File: config.mk
export PLATFORM = sky130hd
export DESIGN_NAME = kds_scanner_flat
export DESIGN_NICKNAME = d
export VERILOG_FILES = /design/src/kds_pkg.sv /design/src/kds_bus_if.sv /design/src/kds_onehot_dec.sv /design/src/kds_scanner.sv /design/src/flat_wrapper.sv
export SDC_FILE = /design/constraint.sdc
export NUM_CORES = 1
export LEC_CHECK = 0
export ABC_AREA = 1
export BUFFER_PORTS_ARGS = -buffer_cell sky130_fd_sc_hd__buf_2
export CORE_ASPECT_RATIO = 1.2
export CORE_MARGIN = 5
export CORE_UTILIZATION = 55
export DETAILED_ROUTE_END_ITERATION = 6
export HOLD_SLACK_MARGIN = 0.15
export PLACE_DENSITY = 0.74
export SYNTH_ARGS = -nofsm -noshare
export SYNTH_HDL_FRONTEND = slang
export SYNTH_SLANG_ARGS = --single-unit
export TNS_END_PERCENT = 30
File: constraint.sdc
create_clock -name sys_clk -period 2.55 [get_ports sys_clk]
set_input_delay 0.3825 -clock sys_clk [delete_from_list [all_inputs] [get_ports sys_clk]]
set_output_delay 0.3825 -clock sys_clk [all_outputs]
set_load 0.02 [all_outputs]
File: src/kds_pkg.sv
// constants, types and functional notes for the keypad and display scanner
// Functional notes
// two low scan bits step states 0..3
// state 0 drives reset and halt row
// state 1 drives continue..remote key row
// state 2 drives point..digit eight row
// state 3 drives numeric keys row
// active row plus sense line locate key
// key press interrupts cpu, cpu reads position
// key entries cross eight-bit cpu bus
// cpu writes display memory inside scanner
// display refreshes itself from memory
// four scan bits feed 1-of-16 decoder
// one digit on, pattern on groups
// ten multiplexed seven-segment digits refreshed
// ten digit drive lines, 0 to 9
// segments only with their own digit
// cpu lights key leds via segments
// two key leds from cpu ports
// scan free-runs, synchronous clear to zero
package kds_pkg;

  // system clock rate
  localparam int unsigned SYS_CLK_HZ = 20_000_000;
  // time each scan slot stays energised, in nanoseconds
  localparam int unsigned SLOT_DWELL_NS = 100_000;
  // slot dwell in clock cycles (rounded down, at least one)
  localparam int unsigned SLOT_DWELL_CYCLES =
    (SLOT_DWELL_NS / 1000) * (SYS_CLK_HZ / 1_000_000) > 0 ?
    (SLOT_DWELL_NS / 1000) * (SYS_CLK_HZ / 1_000_000) : 1;

  // widths
  localparam int unsigned SCAN_W = 4;
  localparam int unsigned ROW_W = 2;
  localparam int unsigned ROWS = 4;
  localparam int unsigned SENSE_W = 8;
  localparam int unsigned DATA_W = 8;
  localparam int unsigned NIB_W = 4;
  localparam int unsigned DIGITS = 10;
  localparam int unsigned DWELL_W = 16;

  // key code layout: row in bits 4:3, sense line in bits 2:0
  localparam int unsigned KEY_COL_LSB = 0;
  localparam int unsigned KEY_ROW_LSB = 3;

  // keyboard row numbers
  localparam logic [1:0] ROW_RESET_HALT = 2'h0;
  localparam logic [1:0] ROW_FUNCTION = 2'h1;
  localparam logic [1:0] ROW_EDIT = 2'h2;
  localparam logic [1:0] ROW_NUMERIC = 2'h3;

  // values after reset
  localparam logic [3:0] SCAN_RESET = 4'h0;
  localparam logic [7:0] SHOW_KEY_RESET = 8'h00;
  localparam logic [7:0] KEY_RESET = 8'h00;
  localparam logic [15:0] DWELL_RESET = 16'h0000;

  // host read sequencer states, gray along idle-read-drain
  typedef enum logic [1:0] {
    KDS_H_IDLE = 2'b00,
    KDS_H_READ = 2'b01,
    KDS_H_DRAIN = 2'b11
  } kds_host_state_t;

endpackage

File: src/kds_bus_if.sv
// interface joining the scanner and the host cpu
`timescale 1ns/10ps
`default_nettype none
interface kds_bus_if;
  logic key_irq; // key waiting, level
  logic key_rd; // cpu read of key position, one-cycle pulse
  logic [7:0] cpu_data_lines; // key position towards the cpu
  logic show_key_wr; // display memory write strobe
  logic [3:0] show_key_addr; // digit being written
  logic [7:0] show_key_data; // segment pattern being written
  logic scan_clr; // synchronous return of the scan to state zero

  modport scanner (
    output key_irq,
    output cpu_data_lines,
    input key_rd,
    input show_key_wr,
    input show_key_addr,
    input show_key_data,
    input scan_clr
  );

  modport cpu (
    input key_irq,
    input cpu_data_lines,
    output key_rd,
    output show_key_wr,
    output show_key_addr,
    output show_key_data,
    output scan_clr
  );
endinterface
`default_nettype wire

File: src/kds_onehot_dec.sv
// binary to one-hot decoder with enable
`timescale 1ns/10ps
`default_nettype none
module kds_onehot_dec #(
  parameter int unsigned IN_W = 2
) (
  input wire logic [IN_W-1:0] code,
  input wire logic en,
  output logic [(1 << IN_W)-1:0] lines
);

  // exactly one line high while enabled, none otherwise
  always_comb begin
    lines = '0;
    if (en) begin
      lines[code] = 1'b1;
    end
  end

endmodule
`default_nettype wire

File: src/kds_scanner.sv
// keyboard and display scanner, the device end
`timescale 1ns/10ps
`default_nettype none
module kds_scanner #(
  parameter int unsigned DWELL_CYCLES = kds_pkg::SLOT_DWELL_CYCLES,
  parameter int unsigned NUM_DIGITS = kds_pkg::DIGITS
) (
  input wire logic sys_clk,
  input wire logic rst_n,
  kds_bus_if.scanner bus,
  input wire logic [7:0] key_sense_inputs,
  output logic [3:0] scan_line_bus,
  output logic [3:0] key_row_lines,
  output logic [9:0] digit_drive_lines,
  output logic [3:0] segment_group_low,
  output logic [3:0] segment_group_high
);

  // dwell counter end value, cut to counter width
  localparam logic [15:0] DWELL_LAST = 16'(DWELL_CYCLES - 1);

  // synchroniser stages for the sense pins
  logic [7:0] sense_meta_q;
  logic [7:0] sense_sync_q;

  // slot timing and scan position
  logic [15:0] dwell_q;
  logic slot_end;
  logic [3:0] scan_q;

  // decoded rows and digits, before the output registers
  logic [3:0] row_dec;
  logic [15:0] digit_dec;
  logic digit_valid;

  // last sense pattern seen on each row, for edge detection
  logic [7:0] prev_q [kds_pkg::ROWS];
  logic [7:0] new_press;

  // lowest newly pressed sense line
  logic hit;
  logic [2:0] hit_col;

  // pending key report
  logic key_pend_q;
  logic [7:0] key_code_q;
  logic accept_new;

  // display memory, one pattern per digit
  logic [7:0] show_key_mem_q [NUM_DIGITS];
  logic [7:0] cur_pattern;

  // output registers
  logic [3:0] row_q;
  logic [9:0] digit_q;
  logic [7:0] seg_q;

  // sense pins come from the keyboard, outside the clock domain
  always_ff @(posedge sys_clk or negedge rst_n) begin
    if (!rst_n) begin
      sense_meta_q <= '0;
      sense_sync_q <= '0;
    end else begin
      sense_meta_q <= key_sense_inputs;
      sense_sync_q <= sense_meta_q;
    end
  end

  // slot end marks the last cycle that the current scan state is held
  assign slot_end = (dwell_q == DWELL_LAST);

  // dwell counter restarts with every slot and on a scan clear
  always_ff @(posedge sys_clk or negedge rst_n) begin
    if (!rst_n) begin
      dwell_q <= kds_pkg::DWELL_RESET;
    end else if (bus.scan_clr || slot_end) begin
      dwell_q <= kds_pkg::DWELL_RESET;
    end else begin
      dwell_q <= dwell_q + 16'h0001;
    end
  end

  // scan state free-runs through all sixteen codes and wraps
  always_ff @(posedge sys_clk or negedge rst_n) begin
    if (!rst_n) begin
      scan_q <= kds_pkg::SCAN_RESET;
    end else if (bus.scan_clr) begin
      scan_q <= kds_pkg::SCAN_RESET;
    end else if (slot_end) begin
      scan_q <= scan_q + 4'h1;
    end
  end

  // low two scan bits select one keyboard row every slot
  kds_onehot_dec #(
    .IN_W(kds_pkg::ROW_W)
  ) u_row_dec (
    .code(scan_q[1:0]),
    .en(1'b1),
    .lines(row_dec)
  );

  // codes ten to fifteen light no digit, giving a short blank gap
  assign digit_valid = ({28'h0000000, scan_q} < NUM_DIGITS);

  // all four scan bits pick one of sixteen digit selects
  kds_onehot_dec #(
    .IN_W(kds_pkg::SCAN_W)
  ) u_digit_dec (
    .code(scan_q),
    .en(digit_valid),
    .lines(digit_dec)
  );

  // pattern for the digit now selected; blank outside the ten digits
  always_comb begin
    cur_pattern = kds_pkg::SHOW_KEY_RESET;
    if (digit_valid) begin
      cur_pattern = show_key_mem_q[scan_q];
    end
  end

  // row, digit and segments are registered from the same scan value,
  // so a pattern never shows under a neighbouring digit
  always_ff @(posedge sys_clk or negedge rst_n) begin
    if (!rst_n) begin
      row_q <= '0;
      digit_q <= '0;
      seg_q <= kds_pkg::SHOW_KEY_RESET;
    end else begin
      row_q <= row_dec;
      digit_q <= digit_dec[9:0];
      seg_q <= cur_pattern;
    end
  end

  // row 0 serves reset and halt, 1 the function keys,
  // 2 the edit keys and 3 the numeric keys
  assign key_row_lines = row_q;
  assign scan_line_bus = scan_q;
  assign digit_drive_lines = digit_q;
  // low nibble on group low, high nibble on group high
  assign segment_group_low = seg_q[3:0];
  assign segment_group_high = seg_q[7:4];

  // a key counts once, on the first slot its sense line is seen high;
  // holding it down does not repeat
  assign new_press = sense_sync_q & ~prev_q[scan_q[1:0]];

  // lowest sense line wins when several rise together
  always_comb begin
    hit = 1'b0;
    hit_col = 3'h0;
    for (int i = kds_pkg::SENSE_W - 1; i >= 0; i--) begin
      if (new_press[i]) begin
        hit = 1'b1;
        hit_col = 3'(i);
      end
    end
  end

  // sense history per row, sampled at the end of its slot, when the
  // row has been energised long enough to pass the synchroniser
  always_ff @(posedge sys_clk or negedge rst_n) begin
    if (!rst_n) begin
      for (int r = 0; r < kds_pkg::ROWS; r++) begin
        prev_q[r] <= '0;
      end
    end else if (slot_end) begin
      prev_q[scan_q[1:0]] <= sense_sync_q;
    end
  end

  // a new key is taken when none waits, or when the waiting one is read
  // in this very cycle; a press while a key waits unread is dropped
  assign accept_new = slot_end && hit && (!key_pend_q || bus.key_rd);

  // key pending flag: the new press wins over the clearing read
  always_ff @(posedge sys_clk or negedge rst_n) begin
    if (!rst_n) begin
      key_pend_q <= 1'b0;
    end else if (accept_new) begin
      key_pend_q <= 1'b1;
    end else if (bus.key_rd) begin
      key_pend_q <= 1'b0;
    end
  end

  // key position: row in bits 4:3, sense line in bits 2:0
  always_ff @(posedge sys_clk or negedge rst_n) begin
    if (!rst_n) begin
      key_code_q <= kds_pkg::KEY_RESET;
    end else if (accept_new) begin
      key_code_q <= kds_pkg::KEY_RESET;
      key_code_q[kds_pkg::KEY_ROW_LSB +: kds_pkg::ROW_W] <= scan_q[1:0];
      key_code_q[kds_pkg::KEY_COL_LSB +: 3] <= hit_col;
    end
  end

  // interrupt level and key position towards the cpu
  assign bus.key_irq = key_pend_q;
  assign bus.cpu_data_lines = key_code_q;

  // display memory write; addresses past the last digit are ignored
  always_ff @(posedge sys_clk or negedge rst_n) begin
    if (!rst_n) begin
      for (int d = 0; d < NUM_DIGITS; d++) begin
        show_key_mem_q[d] <= kds_pkg::SHOW_KEY_RESET;
      end
    end else if (bus.show_key_wr && ({28'h0000000, bus.show_key_addr} < NUM_DIGITS)) begin
      show_key_mem_q[bus.show_key_addr] <= bus.show_key_data;
    end
  end

endmodule
`default_nettype wire

File: src/flat_wrapper.sv
// flat-port wrapper written by rule: the top's interface ports become plain ports
module kds_scanner_flat 
#(
  parameter int unsigned DWELL_CYCLES = kds_pkg::SLOT_DWELL_CYCLES,
  parameter int unsigned NUM_DIGITS = kds_pkg::DIGITS
)
  (sys_clk, rst_n, key_sense_inputs, scan_line_bus, key_row_lines, digit_drive_lines, segment_group_low, segment_group_high, bus_key_irq, bus_cpu_data_lines, bus_key_rd, bus_show_key_wr, bus_show_key_addr, bus_show_key_data, bus_scan_clr);
  kds_bus_if bus_i ();
  input wire logic sys_clk;
  input wire logic rst_n;
  input wire logic [7:0] key_sense_inputs;
  output logic [3:0] scan_line_bus;
  output logic [3:0] key_row_lines;
  output logic [9:0] digit_drive_lines;
  output logic [3:0] segment_group_low;
  output logic [3:0] segment_group_high;
  output wire logic [$bits(bus_i.key_irq)-1:0] bus_key_irq;
  output wire logic [$bits(bus_i.cpu_data_lines)-1:0] bus_cpu_data_lines;
  input wire logic [$bits(bus_i.key_rd)-1:0] bus_key_rd;
  input wire logic [$bits(bus_i.show_key_wr)-1:0] bus_show_key_wr;
  input wire logic [$bits(bus_i.show_key_addr)-1:0] bus_show_key_addr;
  input wire logic [$bits(bus_i.show_key_data)-1:0] bus_show_key_data;
  input wire logic [$bits(bus_i.scan_clr)-1:0] bus_scan_clr;
  assign bus_key_irq = bus_i.key_irq;
  assign bus_cpu_data_lines = bus_i.cpu_data_lines;
  assign bus_i.key_rd = bus_key_rd;
  assign bus_i.show_key_wr = bus_show_key_wr;
  assign bus_i.show_key_addr = bus_show_key_addr;
  assign bus_i.show_key_data = bus_show_key_data;
  assign bus_i.scan_clr = bus_scan_clr;
  kds_scanner #(.DWELL_CYCLES(DWELL_CYCLES), .NUM_DIGITS(NUM_DIGITS)) u_core (.sys_clk(sys_clk), .rst_n(rst_n), .bus(bus_i), .key_sense_inputs(key_sense_inputs), .scan_line_bus(scan_line_bus), .key_row_lines(key_row_lines), .digit_drive_lines(digit_drive_lines), .segment_group_low(segment_group_low), .segment_group_high(segment_group_high));
endmodule
Word-level counts from Yosys, hierarchy flattened
Index checks and enable logic that the tools add are counted.
{"block": "totals", "reg_bits": 176, "word_cells": 93, "out_inout_bits": 35, "in_bits": 25}
{"block": "classes", "n_bitwise": 5, "mux": 39, "addsub": 2, "reduce_logical": 12, "n_lt_le_gt_ge": 11, "eq_ne": 1}
{"op": "80-bit bitwise mux", "n": 1}
{"op": "8-bit two-way mux", "n": 7}
{"op": "8-bit binary-select mux with 4-bit select", "n": 1}
{"op": "32-bit bitwise mux", "n": 1}
{"op": "8-bit demux with 4-bit select", "n": 1}
{"op": "3-bit two-way mux", "n": 8}
{"op": "16-bit by 1-bit adder with 16-bit output (second input constant)", "n": 1}
{"op": "8-bit binary-select mux with 2-bit select", "n": 1}
{"op": "8-bit demux with 2-bit select", "n": 1}
{"op": "16-bit by 11-bit == test with 1-bit output (second input constant)", "n": 1}
{"op": "16-bit two-way mux", "n": 1}
{"op": "1-bit two-way mux", "n": 12}
{"op": "5-bit greater-or-equal comparator (second input constant)", "n": 2}
{"op": "10-bit two-way mux", "n": 1}
{"op": "4-bit inverter with 5-bit output", "n": 2}
{"op": "8-bit bitwise AND", "n": 1}
{"op": "4-bit < comparator (second input constant)", "n": 2}
{"op": "4-bit two-way mux", "n": 2}
{"op": "8-bit inverter", "n": 1}
{"op": "1-bit logical AND", "n": 7}
{"op": "4-bit by 5-bit < comparator with 1-bit output (second input constant)", "n": 1}
{"op": "5-bit by 1-bit < comparator with 1-bit output (second input constant)", "n": 1}
{"op": "4-bit by 1-bit adder with 4-bit output (second input constant)", "n": 1}
{"op": "1-bit demux with 4-bit select", "n": 1}
{"op": "10 further kinds", "n": 12}

Longest topological paths before layout
{"block": "logic_depth", "word_depth": 17, "mapped_depth": 15, "depth_no_buf": 14}

Modules after synthesis
A second synthesis with hierarchy kept.
{"block": "unflattened", "cells_unflattened": 869, "area_unflattened_um2": 7775.0}
{"module": "kds_scanner", "cells_per_inst": 829, "area_per_inst_um2": 7607.3, "n_inst": 1, "seq_area_each_um2": 4404.2}
{"module": "kds_onehot_dec at u_core.u_digit_dec", "cells_per_inst": 32, "area_per_inst_um2": 137.6, "n_inst": 1, "seq_area_each_um2": 0.0}
{"module": "kds_onehot_dec at u_core.u_row_dec", "cells_per_inst": 8, "area_per_inst_um2": 30.0, "n_inst": 1, "seq_area_each_um2": 0.0}

Worst setup path after synthesis
No wires, ideal clock.
{"block": "synth_timing", "kind": "register to register", "start": "reg u_core.scan_q[0], in the netlist u_core.scan_line_bus[0]", "end": "reg u_core.prev_q[13] in the netlist's numbering", "path_stages_with_launch": 9, "path_buffers": 3, "period_less_slack_ns": 1.960, "slack_ns": 0.590, "required_ns": 2.424, "setup_time_ns": 0.126, "arrival_ns": 1.833, "path_cell_list": "dfrtp_1 > inv_1 > clkbuf_1 > clkbuf_1 > ha_1 > nand2_1 > buf_6 > nand2_1 > o21ai_0"}
{"block": "synth_via", "elab_chain_len": 6, "elab_cells_between_ends": 7, "cone_classes": "2 x order compare; 3 x mux; 1 x bitwise; 1 x reduce/logical"}
{"item": "start, declared", "line": "kds_scanner.sv:29", "rtl": "logic [3:0] scan_q;"}
{"item": "start signal, assigned", "line": "kds_scanner.sv:86", "rtl": "scan_q <= kds_pkg::SCAN_RESET;"}
{"item": "start signal, assigned", "line": "kds_scanner.sv:88", "rtl": "scan_q <= kds_pkg::SCAN_RESET;"}
{"item": "start signal, assigned", "line": "kds_scanner.sv:90", "rtl": "scan_q <= scan_q + 4'h1;"}
{"item": "2-bit inverter with 3-bit output (not written as such) (*)", "line": "kds_scanner.sv:170", "rtl": "prev_q[scan_q[1:0]] <= sense_sync_q;"}
{"item": "3-bit greater-or-equal comparator (not written as such) or 3-bit by 1-bit < comparator with 1-bit output (tied branches)", "line": "kds_scanner.sv:170"}
{"item": "1-bit logical AND (not written as such)", "line": "kds_scanner.sv:170"}
{"item": "8-bit two-way mux (not written as such)", "line": "kds_scanner.sv:170"}
{"item": "8-bit demux with 2-bit select (*)", "line": "kds_scanner.sv:170"}
{"item": "32-bit bitwise mux (*)", "line": "kds_scanner.sv:170"}
{"item": "end signal, assigned by index", "line": "kds_scanner.sv:170"}
{"item": "end, declared", "line": "kds_scanner.sv:37", "rtl": "logic [7:0] prev_q [kds_pkg::ROWS];"}
Mark *: on every way between the ends. The rest lies on a longest branch, timed or not.
A chain may end at the register's enable or synchronous reset.

Final worst setup path
{"block": "layout_timing", "start": "reg u_core.dwell_q[0]", "end": "reg u_core.prev_q[12] in the netlist's numbering"}
{"block": "layout_via", "elab_chain_len": 1}
{"item": "start, declared", "line": "kds_scanner.sv:27", "rtl": "logic [15:0] dwell_q;"}
{"item": "start signal, assigned", "line": "kds_scanner.sv:75", "rtl": "dwell_q <= kds_pkg::DWELL_RESET;"}
{"item": "start signal, assigned", "line": "kds_scanner.sv:77", "rtl": "dwell_q <= kds_pkg::DWELL_RESET;"}
{"item": "start signal, assigned", "line": "kds_scanner.sv:79", "rtl": "dwell_q <= dwell_q + 16'h0001;"}
{"item": "16-bit by 11-bit == test with 1-bit output", "line": "kds_scanner.sv:70", "rtl": "assign slot_end = (dwell_q == DWELL_LAST);"}
Every way passes these cells.

==> results.md <==
- Via count: slightly below 6000
- Final core occ: roughly two thirds
- Nets: between 900 and 1000
- Core Footprint: 13200 µm²
- Die Wd: 116 µm
- Sw Pwr: 1.55 mW
- Max_slew headroom: between 40% and 50%
- Die Y: around 140 µm
- I/O Pins: 60
- Fin area: approximately 8600 µm²
- Critical path's largest stage delay: between 0.4 and 0.5 ns
- Synth area leader: dfrtp_1
- Vias in the first global route: roughly 5500
- Max_cap viols: 0
- Htree depth: 4
- Internal power: about 5.3 mW
- Period utilisation layout: between 80% and 90%
- Critical Path RT: about 2.9 ns
- Final Hold Viols: 0
- Share of layout cells above drive strength 1: approximately 11%
- Period minus WS final: roughly 2.1 ns
- Post-CTS Setup Bufs: 0
- GRT Overall Usage: between 20% and 30%
- Critical path's top delay family: simple AND/OR/NAND/NOR gates
- Row cnt: 46
- Cell Count, Final, Fillers Out: 1073
- Initial antenna violation count: 0
- Number of synthesized register bits: 176
- Drt via density: around 5.4
- Setup violations, final: 0
- R2R setup slack: around 0.42 ns
- CP Launch Type: register
- TritonCTS clock tree: built
- Crit path DAT: 2.46 ns
- Crit Path Class: register to register
- Static Leakage: 4.15 nW
- ANT nets after route: 0
- Largest net degree at the start of global routing: 77
- DRT Pass-1 Iters: 5
- Total power: roughly 7 mW
- Least-Margin Pin Slew: 0.842 ns
- Clock Power Share: 43.9%
- Starting DRC count in detailed routing: approximately 580
- Drt total wl: about 17000 µm
- Netlist Area Pre-Place: between 7000 and 8000 µm²
- Power per Cell Area: between 700 and 800 nW/µm²
- Clock Sinks: 176
- Switching Share: about 23%
- Synth top area cells: dfrtp_1 59%, nand2_1 11%, o21ai_0 10%
- Fill count: around 1100
- First-pass GRT wire length: ~28000 µm
- WP buf/inv: 1
- Reg power frac: between 40 and 50%
- Clock Pin Slew Worst Setup and Hold Paths: approximately 0.060 ns
- CTS Buf Count: 17
- Worst path slowest cell: nor4_4
- Synth-to-layout area growth: 15.9%
- HPWL Detailed: 11100 µm
- Worst min-delay path class: input port to register
- Ant diodes: 0
- Die area: around 16000 µm²
- Synth top area share: approximately three fifths
- Max FO, Critical Path: 16
- Combinational Power Share: 8.4%
- # resized after CTS: 0
- Status: completed
- Post-synthesis sequential area ratio: between 50% and 60%
- Worst VDD drop: about 0.44 mV
- Worst-skew pair later-pin latency: 0.43 ns
- Number of cells after detailed placement: roughly 1000
- RSZ-0062 raised after global routing: no
- Clk buf depth: 2
- Final setup TNS: 0 ns
- Avg Cell Area, Syn: around 8.9 µm²
- Most used cell, CP: nand2_1
- Routed len/inst: 15.9 µm
- Slew Viols, Final: 0
- Synth Warn #: 0
- PortBufs: 56
- Achievable frequency: about 470 MHz
- Netlist cell types: 28
- Residual DRC count: 0
- Initial Util: 56.0%
- Root Buffer: clkbuf_16
- Clk_skew: around 0.0074 ns
- GP Congestion: 0.859
- Synth Instances: 834
- CP Cell Sequence: ha_1 -> nand2_1 -> inv_1 -> nand2_1 -> nor4_4 -> nand2_1 -> o21ai_0
- Grt ovf: 0
- Area after DPL: 7820 µm²
- Hold bufs inserted after CTS: 9
- CP endpoint kind: register
synth_stat cells:
library cell / n
a211o_1: 6
a21oi_1: 47
a221o_1: 2
a221oi_1: 1
buf_1: 2
buf_2: 9
buf_4: 3
buf_6: 4
clkbuf_1: 18
clkinv_1: 1
conb_1: 1
dfrtp_1: 176
ha_1: 5
inv_1: 64
inv_2: 1
nand2_1: 218
nand3_1: 27
nand3b_1: 2
nand4_1: 5
nor2_1: 64
nor3_1: 11
nor3_2: 4
nor4_4: 1
o21ai_0: 148
o21ai_1: 2
o21bai_1: 1
o22ai_1: 8
xor2_1: 3
path summary, 6_finish.rpt:
check	endpoint	cells after the start	startpoint
worst max register to register	u_core.prev_q[12]	7	u_core.dwell_q[0]
worst max-delay path	u_core.prev_q[12]	7	u_core.dwell_q[0]
worst min-delay path	u_core.show_key_mem_q[39]	3	bus_show_key_data[7]
worst min register to register	u_core.sense_sync_q[0]	0	u_core.sense_meta_q[0]
min in group asynchronous	u_core.dwell_q[7]	2	rst_n
max in group asynchronous	u_core.show_key_mem_q[66]	3	rst_n
power by group through the flow:
stage	Clock, mW	Sequential [mW]	Combinational (mW)
3_5_place_dp	0	3.31	0.569
3_3_place_gp	0	3.30	0.549
6_report	3.00	3.26	0.577
2_1_floorplan	0	3.30	0.338
4_1_cts	3.04	3.26	0.588
5_1_grt	3.16	3.29	0.673
per-layer routing:
metal | up-vias | share of wire [%] | wire, µm | track usage [%]
li1 | 2848 | - | - | -
met1 | 2740 | 43 | 7300 | 29.9
met2 | 149 | 50 | 8620 | 38.8
met3 | 25 | 5.0 | 849 | 4.13
met4 | 0 | 1.9 | 327 | 7.87
met5 | - | 0 | 0 | 0
worst min-delay path, stage by stage:
cell	delay (ns)
buf_2	0.11
nand2_1	0.05
o21ai_0	0.06
per-stage QoR:
stage	setup WS, ns	hold slack (ns)
after global placement	0.535	0.333
after floorplan	0.590	0.0869
after detailed placement	0.484	0.335
final	0.421	0.211
after CTS	0.421	0.198
after global routing	0.214	0.221
final cells by class:
cell class | instances | area (µm²) | area share (%)
multi-input combinational | 558 | 2580 | 30.0
clock inverter | 11 | 235 | 2.74
sequential | 176 | 4400 | 51.2
tap | 168 | 210 | 2.45
inverter | 66 | 248 | 2.88
clock buffer | 20 | 447 | 5.20
timing repair buffer | 74 | 469 | 5.46
cell usage in the layout, fill, tap and decap left out, drive strengths merged:
| cell | instances |
|---|---|
| nand2 | 218 |
| dfrtp | 176 |
| o21ai | 150 |
| inv | 65 |
| buf | 65 |
| nor2 | 64 |
| a21oi | 47 |
| nand3 | 27 |
| clkbuf | 20 |
| nor3 | 15 |
| dlygate4sd3 | 9 |
| o22ai | 8 |
| bufinv | 7 |
| a211o | 6 |
| nand4 | 5 |
| ha | 5 |
| xor2 | 3 |
| conb | 3 |
| clkinv | 3 |
| a221o | 2 |
| nand3b | 2 |
| clkinvlp | 2 |
| a221oi | 1 |
| nor4 | 1 |
| o21bai | 1 |
cells by family (layout without fill, tap and decap cells):
group	count (synthesis)	after routing	share of synthesized area [%]
other	1	3	0.0506
buffers and inverters	102	171	5.87
flip-flops	176	176	59.4
AND/OR/NAND/NOR	332	332	18.3
adder cells (fa/ha/maj)	5	5	0.844
XOR/XNOR	3	3	0.354
AO/OA/AOI/OAI	215	215	15.2
flip-flops by register name, summed over array words and instances (netlist names):
signal / count
u_core.show_key_mem_q: 80
u_core.prev_q: 32
u_core.dwell_q: 16
u_core.digit_drive_lines: 10
u_core.seg_q: 8
u_core.sense_meta_q: 8
u_core.sense_sync_q: 8
u_core.bus.cpu_data_lines: 5
u_core.key_row_lines: 4
u_core.scan_line_bus: 4
u_core.bus.key_irq: 1
Power figures use the tool's default switching activity.
